**config.mk**
```make
export PLATFORM = sky130hd
export DESIGN_NAME = host_bus_write_port
export DESIGN_NICKNAME = d
export VERILOG_FILES = /design/src/hw/host_bus_pkg.sv /design/src/hw/irq_ctrl_if.sv /design/src/hw/host_bus_write_port.sv /design/src/hw/irq_hub.sv
export SDC_FILE = /design/constraint.sdc
export NUM_CORES = 1
export LEC_CHECK = 0
export BUFFER_PORTS_ARGS = -buffer_cell sky130_fd_sc_hd__buf_2
export CAP_MARGIN = 20
export CELL_PAD_IN_SITES_DETAIL_PLACEMENT = 1
export CELL_PAD_IN_SITES_GLOBAL_PLACEMENT = 2
export CORE_ASPECT_RATIO = 0.5
export CORE_UTILIZATION = 35
export DETAILED_ROUTE_END_ITERATION = 8
export PLACE_DENSITY_LB_ADDON = 0.25
export REMOVE_ABC_BUFFERS = 1
export SKIP_LAST_GASP = 1
export SYNTH_ARGS = -nofsm -noshare
export SYNTH_HDL_FRONTEND = slang
export SYNTH_HIERARCHICAL = 1
export SYNTH_SLANG_ARGS = --single-unit
export TNS_END_PERCENT = 30
```
**constraint.sdc**
```tcl
create_clock -name clk_sys -period 3.3 [get_ports clk_sys]
set_clock_uncertainty 0.15 [all_clocks]
set_input_delay 0.33 -clock clk_sys [delete_from_list [all_inputs] [get_ports clk_sys]]
set_output_delay 0.33 -clock clk_sys [all_outputs]
set_load 0.1 [all_outputs]
```
**src/hw/host_bus_pkg.sv**
```systemverilog
// Constants shared by the host bus write port and its interrupt hub.
// Assumes host addresses are halfword addresses A[9:1].
package host_bus_pkg;
    localparam int ADDR_W = 9;
    localparam int DATA_W = 16;
    localparam int IRQ_SRC_N = 9;
    localparam int PIN_W = 2 + 2 + ADDR_W + DATA_W;
    // Synchroniser idle: strobes released, everything else low
    localparam logic [PIN_W-1:0] PIN_IDLE = {2'b11, 27'h0000000};
    // Word indexes (byte address / 4) of the 32-bit registers
    localparam logic [7:0] TX_WIN_IDX_HI = 8'h08;
    localparam logic [7:0] TX_WIN_IDX_LO = 8'h0f;
    localparam logic [7:0] IRQ_CFG_IDX = 8'h10;
    localparam logic [7:0] INTERRUPT_STATUS_REG_IDX = 8'h11;
    localparam logic [7:0] INT_EN_IDX = 8'h12;
    localparam logic [7:0] HW_SETUP_IDX = 8'h13;
    localparam logic [7:0] MAC_CMD_IDX = 8'h14;
    localparam logic [7:0] MAC_DATA_IDX = 8'h15;
    // Reset values
    localparam logic [31:0] IRQ_CFG_RESET = 32'h00000000;
    localparam logic [31:0] HW_SETUP_RESET = 32'h00050000;
    localparam logic [31:0] MAC_REG_RESET = 32'h00000000;
    // Field positions
    localparam int CFG_TYPE_BIT = 0;
    localparam int CFG_POL_BIT = 4;
    localparam int CFG_EN_BIT = 8;
    localparam int CFG_DEAS_LSB = 24;
    localparam int MAC_BUSY_BIT = 31;
    localparam int HW_ALLOC_LSB = 16;
    // Cycles of clk_sys per step of the deassertion interval field
    localparam int DEAS_UNIT_CYC = 16;
    typedef enum logic [1:0] {
        IRQ_WR_CFG,
        IRQ_WR_STS,
        IRQ_WR_EN
    } irq_reg_type;
endpackage : host_bus_pkg

```
**src/hw/irq_ctrl_if.sv**
```systemverilog
// Carries interrupt register writes and state between the write port and hub.
// Assumes both ends share clk_sys.
`timescale 1ns/1ps
interface irq_ctrl_if;
    import host_bus_pkg::*;
    logic wr_en;
    irq_reg_type wr_reg;
    logic wr_high;
    logic [DATA_W-1:0] wr_data;
    logic [IRQ_SRC_N-1:0] status;
    modport hub (input wr_en, input wr_reg, input wr_high, input wr_data, output status);
    modport core (output wr_en, output wr_reg, output wr_high, output wr_data, input status);
endinterface : irq_ctrl_if

```
**src/hw/host_bus_write_port.sv**
```systemverilog
// Write side of the 16-bit asynchronous host bus port.
// Assumes host pins are asynchronous to clk_sys and the TX data FIFO,
// MAC register bridge and interrupt sources sit on clk_sys.
`timescale 1ns/1ps
module host_bus_write_port (
    input wire logic clk_sys,
    input wire logic rst_n,
    input wire logic ce,
    input wire logic chip_select_n,
    input wire logic write_strobe_n,
    input wire logic byte_order_sel,
    input wire logic fifo_direct_sel,
    input wire logic [host_bus_pkg::ADDR_W:1] host_addr,
    input wire logic [host_bus_pkg::DATA_W-1:0] host_data,
    input wire logic [host_bus_pkg::IRQ_SRC_N-1:0] irq_sources,
    output logic [host_bus_pkg::IRQ_SRC_N-1:0] int_status,
    output logic irq_out,
    output logic irq_oe_n,
    output logic tx_data_valid,
    input wire logic tx_data_ready,
    output logic [host_bus_pkg::DATA_W-1:0] tx_data,
    output logic [1:0] tx_data_lane,
    output logic tx_overrun,
    output logic [31:0] hardware_setup,
    output logic mac_cmd_valid,
    input wire logic mac_cmd_done,
    output logic [31:0] mac_cmd,
    output logic [31:0] mac_wdata
);
    import host_bus_pkg::*;

    function automatic logic word_hit(input logic [7:0] idx, input logic [7:0] reg_idx);
        word_hit = (idx == reg_idx);
    endfunction : word_hit

    function automatic logic [31:0] put_half(input logic [31:0] old, input logic high,
                                             input logic [15:0] value);
        put_half = high ? {value, old[15:0]} : {old[31:16], value};
    endfunction : put_half

    logic [PIN_W-1:0] pin_raw;
    logic [PIN_W-1:0] pin_meta;
    logic [PIN_W-1:0] pin_sync;
    logic cs_n_s;
    logic wr_n_s;
    logic cycle_on;
    logic cycle_q;
    logic cycle_end;
    logic [ADDR_W:1] cap_addr;
    logic [DATA_W-1:0] cap_data;
    logic cap_order;
    logic cap_fifo;
    logic [DATA_W-1:0] ordered;
    logic [7:0] word_idx;
    logic half_high;
    logic fifo_hit;
    logic reg_write;
    logic hit_cfg;
    logic hit_sts;
    logic hit_en;
    logic hit_setup;
    logic hit_cmd;
    logic hit_mdata;
    logic cmd_start;
    logic mac_busy;

    irq_ctrl_if irq_bus ();

    // All host pins are asynchronous, so each passes two flops first
    assign pin_raw = {chip_select_n, write_strobe_n, byte_order_sel, fifo_direct_sel,
                      host_addr, host_data};

    always_ff @(posedge clk_sys) begin
        if (!rst_n) begin
            pin_meta <= PIN_IDLE;
            pin_sync <= PIN_IDLE;
        end else if (ce) begin
            pin_meta <= pin_raw;
            pin_sync <= pin_meta;
        end
    end

    assign cs_n_s = pin_sync[PIN_W-1];
    assign wr_n_s = pin_sync[PIN_W-2];
    // Symmetric AND makes strobe order irrelevant
    assign cycle_on = ~cs_n_s & ~wr_n_s;
    // A recovery gap shorter than one clock may be missed entirely
    assign cycle_end = cycle_q & ~cycle_on;

    always_ff @(posedge clk_sys) begin
        if (!rst_n) begin
            cycle_q <= 1'b0;
        end else if (ce) begin
            cycle_q <= cycle_on;
        end
    end

    // Keep the last values seen inside the cycle; data may settle late
    always_ff @(posedge clk_sys) begin
        if (!rst_n) begin
            cap_addr <= '0;
            cap_data <= '0;
            cap_order <= 1'b0;
            cap_fifo <= 1'b0;
        end else if (ce && cycle_on) begin
            cap_addr <= pin_sync[DATA_W+ADDR_W-1:DATA_W];
            cap_data <= pin_sync[DATA_W-1:0];
            cap_order <= pin_sync[PIN_W-3];
            cap_fifo <= pin_sync[PIN_W-4];
        end
    end

    assign ordered = cap_order ? {cap_data[7:0], cap_data[15:8]} : cap_data;
    assign word_idx = cap_addr[ADDR_W:2];
    assign half_high = cap_addr[1];
    // Direct mode ignores A[9:3]; tie the select high to keep bursts here
    assign fifo_hit = cap_fifo | (word_idx >= TX_WIN_IDX_HI && word_idx <= TX_WIN_IDX_LO);
    assign reg_write = cycle_end & ~fifo_hit;
    assign hit_cfg = word_hit(word_idx, IRQ_CFG_IDX);
    assign hit_sts = word_hit(word_idx, INTERRUPT_STATUS_REG_IDX);
    assign hit_en = word_hit(word_idx, INT_EN_IDX);
    assign hit_setup = word_hit(word_idx, HW_SETUP_IDX);
    assign hit_cmd = word_hit(word_idx, MAC_CMD_IDX);
    assign hit_mdata = word_hit(word_idx, MAC_DATA_IDX);
    // High half carries the busy bit, which launches the MAC access
    assign cmd_start = reg_write & hit_cmd & half_high & ordered[MAC_BUSY_BIT-16] & ~mac_busy;

    // TX data word stream; the lane is A[2:1] in both modes
    always_ff @(posedge clk_sys) begin
        if (!rst_n) begin
            tx_data_valid <= 1'b0;
            tx_data <= '0;
            tx_data_lane <= 2'b00;
            tx_overrun <= 1'b0;
        end else if (ce) begin
            tx_overrun <= cycle_end & fifo_hit & tx_data_valid & ~tx_data_ready;
            if (cycle_end && fifo_hit && (!tx_data_valid || tx_data_ready)) begin
                tx_data_valid <= 1'b1;
                tx_data <= ordered;
                tx_data_lane <= cap_addr[2:1];
            end else if (tx_data_ready) begin
                tx_data_valid <= 1'b0;
            end
        end
    end

    // Setup register steers the shared 16KB store split
    always_ff @(posedge clk_sys) begin
        if (!rst_n) begin
            hardware_setup <= HW_SETUP_RESET;
        end else if (ce && reg_write && hit_setup) begin
            hardware_setup <= put_half(hardware_setup, half_high, ordered);
        end
    end

    // MAC registers are reached only through command and data
    always_ff @(posedge clk_sys) begin
        if (!rst_n) begin
            mac_cmd <= MAC_REG_RESET;
            mac_wdata <= MAC_REG_RESET;
            mac_cmd_valid <= 1'b0;
            mac_busy <= 1'b0;
        end else if (ce) begin
            mac_cmd_valid <= cmd_start;
            if (reg_write && hit_cmd && !mac_busy) begin
                mac_cmd <= put_half(mac_cmd, half_high, ordered);
            end
            if (reg_write && hit_mdata && !mac_busy) begin
                mac_wdata <= put_half(mac_wdata, half_high, ordered);
            end
            // Start wins over a done that lands in the same cycle
            if (cmd_start) begin
                mac_busy <= 1'b1;
            end else if (mac_cmd_done) begin
                mac_busy <= 1'b0;
            end
        end
    end

    assign irq_bus.wr_en = reg_write & (hit_cfg | hit_sts | hit_en);
    assign irq_bus.wr_reg = hit_cfg ? IRQ_WR_CFG : (hit_sts ? IRQ_WR_STS : IRQ_WR_EN);
    assign irq_bus.wr_high = half_high;
    assign irq_bus.wr_data = ordered;
    assign int_status = irq_bus.status;

    irq_hub u_irq_hub (
        .clk_sys(clk_sys),
        .rst_n(rst_n),
        .ce(ce),
        .regs(irq_bus.hub),
        .sources(irq_sources),
        .irq_out(irq_out),
        .irq_oe_n(irq_oe_n)
    );
endmodule : host_bus_write_port

```
**src/hw/irq_hub.sv**
```systemverilog
// Top-level interrupt configuration, status and enable registers.
// Assumes sources are levels from logic on clk_sys.
`timescale 1ns/1ps
module irq_hub (
    input wire logic clk_sys,
    input wire logic rst_n,
    input wire logic ce,
    irq_ctrl_if.hub regs,
    input wire logic [host_bus_pkg::IRQ_SRC_N-1:0] sources,
    output logic irq_out,
    output logic irq_oe_n
);
    import host_bus_pkg::*;
    logic [31:0] cfg;
    logic [IRQ_SRC_N-1:0] sts;
    logic [IRQ_SRC_N-1:0] en;
    logic [IRQ_SRC_N-1:0] clr;
    logic [IRQ_SRC_N-1:0] next_sts;
    logic active;
    logic pending;
    logic [15:0] deas_cnt;
    wire wr_low = regs.wr_en & ~regs.wr_high;

    assign clr = (wr_low && regs.wr_reg == IRQ_WR_STS) ? regs.wr_data[IRQ_SRC_N-1:0] : '0;
    // Source still high in the clearing cycle keeps its bit
    assign next_sts = (sts & ~clr) | sources;
    assign pending = cfg[CFG_EN_BIT] & (|(sts & en));
    assign regs.status = sts;

    always_ff @(posedge clk_sys) begin
        if (!rst_n) begin
            cfg <= IRQ_CFG_RESET;
            sts <= '0;
            en <= '0;
        end else if (ce) begin
            sts <= next_sts;
            if (regs.wr_en && regs.wr_reg == IRQ_WR_CFG) begin
                if (regs.wr_high) begin
                    cfg[31:16] <= regs.wr_data;
                end else begin
                    cfg[15:0] <= regs.wr_data;
                end
            end
            if (wr_low && regs.wr_reg == IRQ_WR_EN) begin
                en <= regs.wr_data[IRQ_SRC_N-1:0];
            end
        end
    end

    // Once released, the line stays quiet for the programmed interval
    always_ff @(posedge clk_sys) begin
        if (!rst_n) begin
            active <= 1'b0;
            deas_cnt <= 16'h0000;
        end else if (ce) begin
            if (active && !pending) begin
                active <= 1'b0;
                deas_cnt <= 16'(cfg[31:CFG_DEAS_LSB] * DEAS_UNIT_CYC);
            end else if (deas_cnt != 16'h0000) begin
                deas_cnt <= deas_cnt - 16'h0001;
            end else begin
                active <= pending;
            end
        end
    end

    // Open drain drives only while asserted; push-pull always drives
    always_ff @(posedge clk_sys) begin
        if (!rst_n) begin
            // Idle level of the default low polarity, so reset never looks like a request
            irq_out <= 1'b1;
            irq_oe_n <= 1'b0;
        end else if (ce) begin
            irq_out <= active ~^ cfg[CFG_POL_BIT];
            irq_oe_n <= ~cfg[CFG_TYPE_BIT] ? 1'b0 : ~active;
        end
    end
endmodule : irq_hub

```
==> results.cfg, run 1 <==
[status]
status = finished, final reports clean

[global_routing]
grt_pass1_vias = 8273
grt_pass1_wl_um = 45710
gr_util_all_layers = 0.1944
initial_antenna_violation_count = 0
grt_max_degree = 119
gr_overflow_total = 0

[timing]
timing.max_slew.rel_slack = 0.3337
period_minus_slack_ns = 2.879
timing.final.crit_share = 0.8723
max_clock_freq_ghz = 0.3474
slew_viol_final = 0
worstMarginPinSlew_ns = 0.9995
timing.hold.ws_ns = 0.1416
number_of_setup_violations_in_the_final_report = 0
finalHoldViolations = 0
grt_setup_unrepaired = no
finalWorstSetupSlack_ns = 0.4215

[synthesis]
synthTopCellsByArea = dfxtp_1, mux2i_1, nand2_1
async_flop_share = 0
netlist_area_um2 = 10130
synth_flop_cell = dfxtp_1
post_synth.cell_area_avg_um2 = 9.667
synthDistinctLibCells = 64
yosys_register_bits = 252
synth_edf_count = 0
synth_top_area_share = 0.4980
yosysTopAreaCell = dfxtp_1
synth_sequential_area_ratio = 0.4980
yosys_warnings = 6
postSynthCellCount = 1048

[layout]
drive_gt1_frac = 0.2157
regArea_um2 = 5045
stdcell_area_um2 = 12590
layout.nets = 1275
mostFrequentLayoutCell = dfxtp_1
diodes = 0
syn2layout_area_growth_pct = 24.31
layout.core_utilization = 0.4484
layout_common_cells = dfxtp_1, nand2_1, mux2i_1
fillCellCount = 3196
multiInputGateArea_um2 = 4703

[clocking]
clock_sinks = 252
tritoncts.num_buffers = 25
number_of_buffers_inserted_to_repair_setup_after_cts = 0
buffers_from_clock_root_to_sink_at_most = 3
h-tree-depth = 1
cts_tree = yes
path_clk_slew_ns = 0.07
ctsRootBufferMaster = clkbuf_16
clock_insertion_delay_worst_skew_ns = 0.53

[detailed_routing]
drt-vias-per-instance = 4.916
initial_drt_markers = 433
routed-via-count = 8008
drtPass1Iterations = 4
post_drt_wl_per_cell_um = 17.88
remaining_drc_errors = 0
drt.antenna.violating_nets = 0
drt-total-wl_um = 29130

[hold_path]
worst_hold_path.num_cells = 3
hold_path.class = in2reg

[setup_path]
cp_max_fo = 18
setup.worst_path.end_class = register
cp.arrival_ns = 3.19
criticalPathCategory = reg2reg
critical_path.startpoint_type = register
worst_r2r_path_depth = 8
worst_ep_required_time_ns = 3.61

[placed_design]
pre_cts_slack_ns = 0.4350
place_area_um2 = 11290
gpl_wtd_cong = 0.7835
place_hpwl_um = 19680
io_buffers = 170

[power_and_ir_drop]
p_seq_frac = 0.424
power.internal_mw = 5.597
cellLeakagePower_nw = 5.291
fraction_of_power_spent_switching_nets = 0.2886
powerDensity_nw_per_um2 = 624.7
power.switching_mw = 2.270
power_frac_clock = 0.385
pwr-share-comb = 0.192
peakVddDrop_mv = 0.3630

[floorplan]
die_h_um = 122.3
floorplan.die_area_um2 = 29670
design.portCount = 171
placementRows = 43
floorplan.initialDensity = 0.3607
die-width_um = 242.6
fp.coreArea_um2 = 28080

[run]
maxCapViolations = 0
## path summary, 6_finish.rpt
| path | to | slack (ns) | start |
|---|---|---|---|
| setup / recovery | u_irq_hub/en[2] | 0.42 | cap_addr[9] |
| hold reg to reg | mac_wdata[8] | 0.30 | mac_wdata[8] |
| hold / removal | pin_sync[11] | 0.14 | ce |
| setup reg to reg | u_irq_hub/en[2] | 0.42 | cap_addr[9] |
## worst max-delay path, cell delays in order (launching register included)
cell     delay, ns
dfxtp_1       0.32
or3_4         0.40
nor4_1        0.46
and2_1        0.20
nand2_1       0.10
or4b_1        0.80
nor2_1        0.22
a21oi_1       0.06
nor2_1        0.10
## cell families after synthesis
family          Yosys count  synth area share
simple gates            382            0.1781
flops                   252            0.4980
mux                     199            0.1986
compound gates          123           0.08275
buf+inv                  90           0.04051
xor+xnor                  1         0.0008647
fa+ha+maj                 1          0.001235
## routing by layer
| metal | track usage | wire length, um | part of all wire | up-vias |
|---|---|---|---|---|
| met5 | 0 | 0 | 0 | - |
| met4 | 0.04638 | 613 | 0.021 | 0 |
| met3 | 0.03171 | 1120 | 0.038 | 43 |
| met2 | 0.3324 | 13610 | 0.47 | 119 |
| met1 | 0.2582 | 13780 | 0.47 | 3923 |
| li1 | - | - | - | 3923 |
## area by class of cell
type | count | area share
clock buffer | 31 | 0.05544
timing repair buffer | 226 | 0.1134
clock inverter | 12 | 0.01321
sequential | 252 | 0.4006
inverter | 20 | 0.005961
multi-input combinational | 706 | 0.3735
tap | 382 | 0.03795
## per-stage QoR
stage                     setup TNS (ns)  cells  power [mW]
final                                  0   1629       7.867
after detailed placement               0   1544       4.859
after global routing                   0   1629       8.253
after global placement                 0   1544       4.810
after CTS                              0   1628       7.950
after floorplan                   -3.146    978       4.452
## power groups by stage
| stage | clock [mW] | sequential [mW] | combinational (mW) |
|---|---|---|---|
| after floorplan | 0 | 3.41 | 1.04 |
| after global placement | 0 | 3.39 | 1.42 |
| after detailed placement | 0 | 3.40 | 1.46 |
| after CTS | 3.11 | 3.33 | 1.51 |
| after global routing | 3.24 | 3.35 | 1.66 |
| final | 3.03 | 3.33 | 1.51 |
## sequential cells by signal, indices dropped and copies added (netlist names), 2 cells and up
name	cells
u_irq_hub/deas_cnt	16
u_irq_hub/cfg	11
hardware_setup	32
u_irq_hub/en	9
mac_cmd	32
tx_data	16
cap_data	16
cap_addr	9
tx_data_lane	2
u_irq_hub/regs.status	9
mac_wdata	32
pin_meta	29
pin_sync	29
## cell usage after synthesis, types with 2 or more instances
cell type and count:
a31oi_1 5, nor2_1 47, or2_2 4, buf_2 8, o41ai_1 2, or3_4 3
a32o_1 4, mux2_2 16, o21ai_0 14, nand4_1 6, nor3_2 3, nor3_4 2
or3_1 7, and2_1 2, o21ai_1 6, dfxtp_1 252, nand2_1 217, buf_1 8
a21boi_0 29, a211oi_1 6, o22ai_1 4, o211ai_1 3, a2bb2oi_1 2, a22oi_1 3
nor3_1 12, a21oi_2 2, inv_1 19, buf_12 2, nor2b_1 55, nor4_1 4
mux2i_1 183, buf_4 4, a21oi_1 32, or4_4 2, or4_1 2, clkbuf_1 46
nor3b_1 2, nand2b_1 3, buf_6 2
## what timing repair did
action                    4_1_cts  5_1_grt
resized for setup               0        0
hold endpoints to repair       41        0
hold buffers                   41        0
Power figures use the tool's default switching activity.
==> run 2: changes to the inputs <==
--- a/config.mk
+++ b/config.mk
@@ -10,6 +10,7 @@
 export CELL_PAD_IN_SITES_DETAIL_PLACEMENT = 1
 export CELL_PAD_IN_SITES_GLOBAL_PLACEMENT = 2
 export CORE_ASPECT_RATIO = 0.5
+export CORE_MARGIN = 2
 export CORE_UTILIZATION = 35
 export DETAILED_ROUTE_END_ITERATION = 8
 export PLACE_DENSITY_LB_ADDON = 0.25
==> results.cfg, run 2 (synthesis gave the netlist of run 1 again) <==
[timing]
grt_setup_unrepaired = no
setup_total_negative_slack_ns = 0
slew_viol_final = 0
worstMarginPinSlew_ns = 0.9986
finalHoldViolations = 0
period_minus_slack_ns = 2.877
timing.max_slew.rel_slack = 0.3327
number_of_setup_violations_in_the_final_report = 0
timing.final.crit_share = 0.8717
max_clock_freq_ghz = 0.3476

[detailed_routing]
drt.antenna.violating_nets = 0
drt-total-wl_um = 29110
post_drt_wl_per_cell_um = 17.88
remaining_drc_errors = 0
routed-via-count = 7968
drt-vias-per-instance = 4.894
drtPass1Iterations = 4
initial_drt_markers = 355

[layout]
drive_gt1_frac = 0.2143
layout.nets = 1280
mostFrequentLayoutCell = dfxtp_1
layout.core_utilization = 0.4446
layout_common_cells = dfxtp_1, nand2_1, mux2i_1
syn2layout_area_growth_pct = 23.26
top_regs = hardware_setup x32, mac_cmd x32, mac_wdata x32
diodes = 0

[global_routing]
gr_overflow_total = 0
gr_util_all_layers = 0.1894
groute.layer.met2.usage = 0.3234
met1_usage = 0.2577
grt_pass1_vias = 8225
grt_pass1_wl_um = 46230
grt.met3_usage = 0.02866
gr-max-usage-layer = met2
initial_antenna_violation_count = 0
grt_max_degree = 67

[status]
status = finished, final reports clean

[setup_path]
criticalPathCategory = reg2reg
setup.worst_path.end_class = register
critical_path.startpoint_type = register
worst_ep_required_time_ns = 3.54
cp_max_fo = 18
cp.arrival_ns = 3.11

[hold_path]
hold_path.class = in2reg

[power_and_ir_drop]
cellLeakagePower_nw = 5.249
powerDensity_nw_per_um2 = 606.6
peakVddDrop_mv = 0.3818
design_power_total_mw = 7.574

[floorplan]
design.portCount = 171
floorplan.initialDensity = 0.3607
die-width_um = 244.6
fp.coreArea_um2 = 28080
die_h_um = 124.3
floorplan.die_area_um2 = 30410
placementRows = 43

[clocking]
clock_insertion_delay_worst_skew_ns = 0.52
number_of_buffers_inserted_to_repair_setup_after_cts = 0
h-tree-depth = 1
path_clk_slew_ns = 0.07
clock_sinks = 252
tritoncts.num_buffers = 25
cts.repair.resized = 0
cts_tree = yes
buffers_from_clock_root_to_sink_at_most = 3
cts_hold_buffers = 39
ctsRootBufferMaster = clkbuf_16

[run]
maxCapViolations = 0

[placed_design]
place_hpwl_um = 20020
io_buffers = 170
gpl_wtd_cong = 0.7713
-- run 2: cell types whose count changed in the layout (fill, tap and decap cells not counted), sizes merged --
cell,previous run,this run
clkinv,8,2
clkinvlp,1,0
bufinv,4,1
clkbuf,31,35
dlygate4sd3,41,39
buf,185,192
-- run 2: path summary, 6_finish.rpt --
check / slack, ns / startpoint / to / cells after the start
max: 0.42 / cap_addr[9] / u_irq_hub/en[2] / 7
max reg2reg: 0.42 / cap_addr[9] / u_irq_hub/en[2] / 7
min: 0.04 / tx_data_ready / tx_data_valid / 3
min reg2reg: 0.31 / u_irq_hub/irq_oe_n / u_irq_hub/irq_oe_n / 2
-- run 2: layout make-up --
cell class              count  area [um2]
multi-input cells         706        4703
flip-flops and latches    252        5045
clock inverters             2       35.03
clock buffers              35       723.2
repair buffers            231        1428
well taps                 382       478.0
fillers                  3247       15600
inverters                  20       75.07
-- run 2: worst max-delay path, cell delays in order, from the launching register on --
cell and delay [ns]:
dfxtp_1 0.32, or3_4 0.41, nor4_1 0.43, and2_1 0.19
nand2_1 0.11, or4b_1 0.79, a21oi_1 0.29, nor2_1 0.06
-- run 2: where the power goes --
part           leakage (nW)  internal (mW)  switching [mW]
Combinational          2.83          0.612           0.884
Sequential             2.04           3.18           0.154
Clock                 0.374           1.58            1.17
Total                  5.25           5.37            2.20
-- run 2: per-stage QoR --
step | setup slack, ns | hold WS [ns] | instances | instance area [um2]
2_1_floorplan | -0.1820 | 0.2419 | 978 | 9796
3_3_place_gp | 0.4994 | 0.2904 | 1552 | 11340
3_5_place_dp | 0.4499 | 0.2974 | 1552 | 11340
4_1_cts | 0.4364 | 0.02364 | 1628 | 12490
5_1_grt | 0.2179 | 0.02513 | 1628 | 12490
6_report | 0.4235 | 0.03505 | 1628 | 12490
-- run 2: per-layer routing --
| layer | wire length, um | part of all wire |
|---|---|---|
| met2 | 13840 | 0.48 |
| met1 | 13930 | 0.48 |
| met3 | 965 | 0.033 |
| met4 | 379 | 0.013 |
| met5 | 0 | 0 |
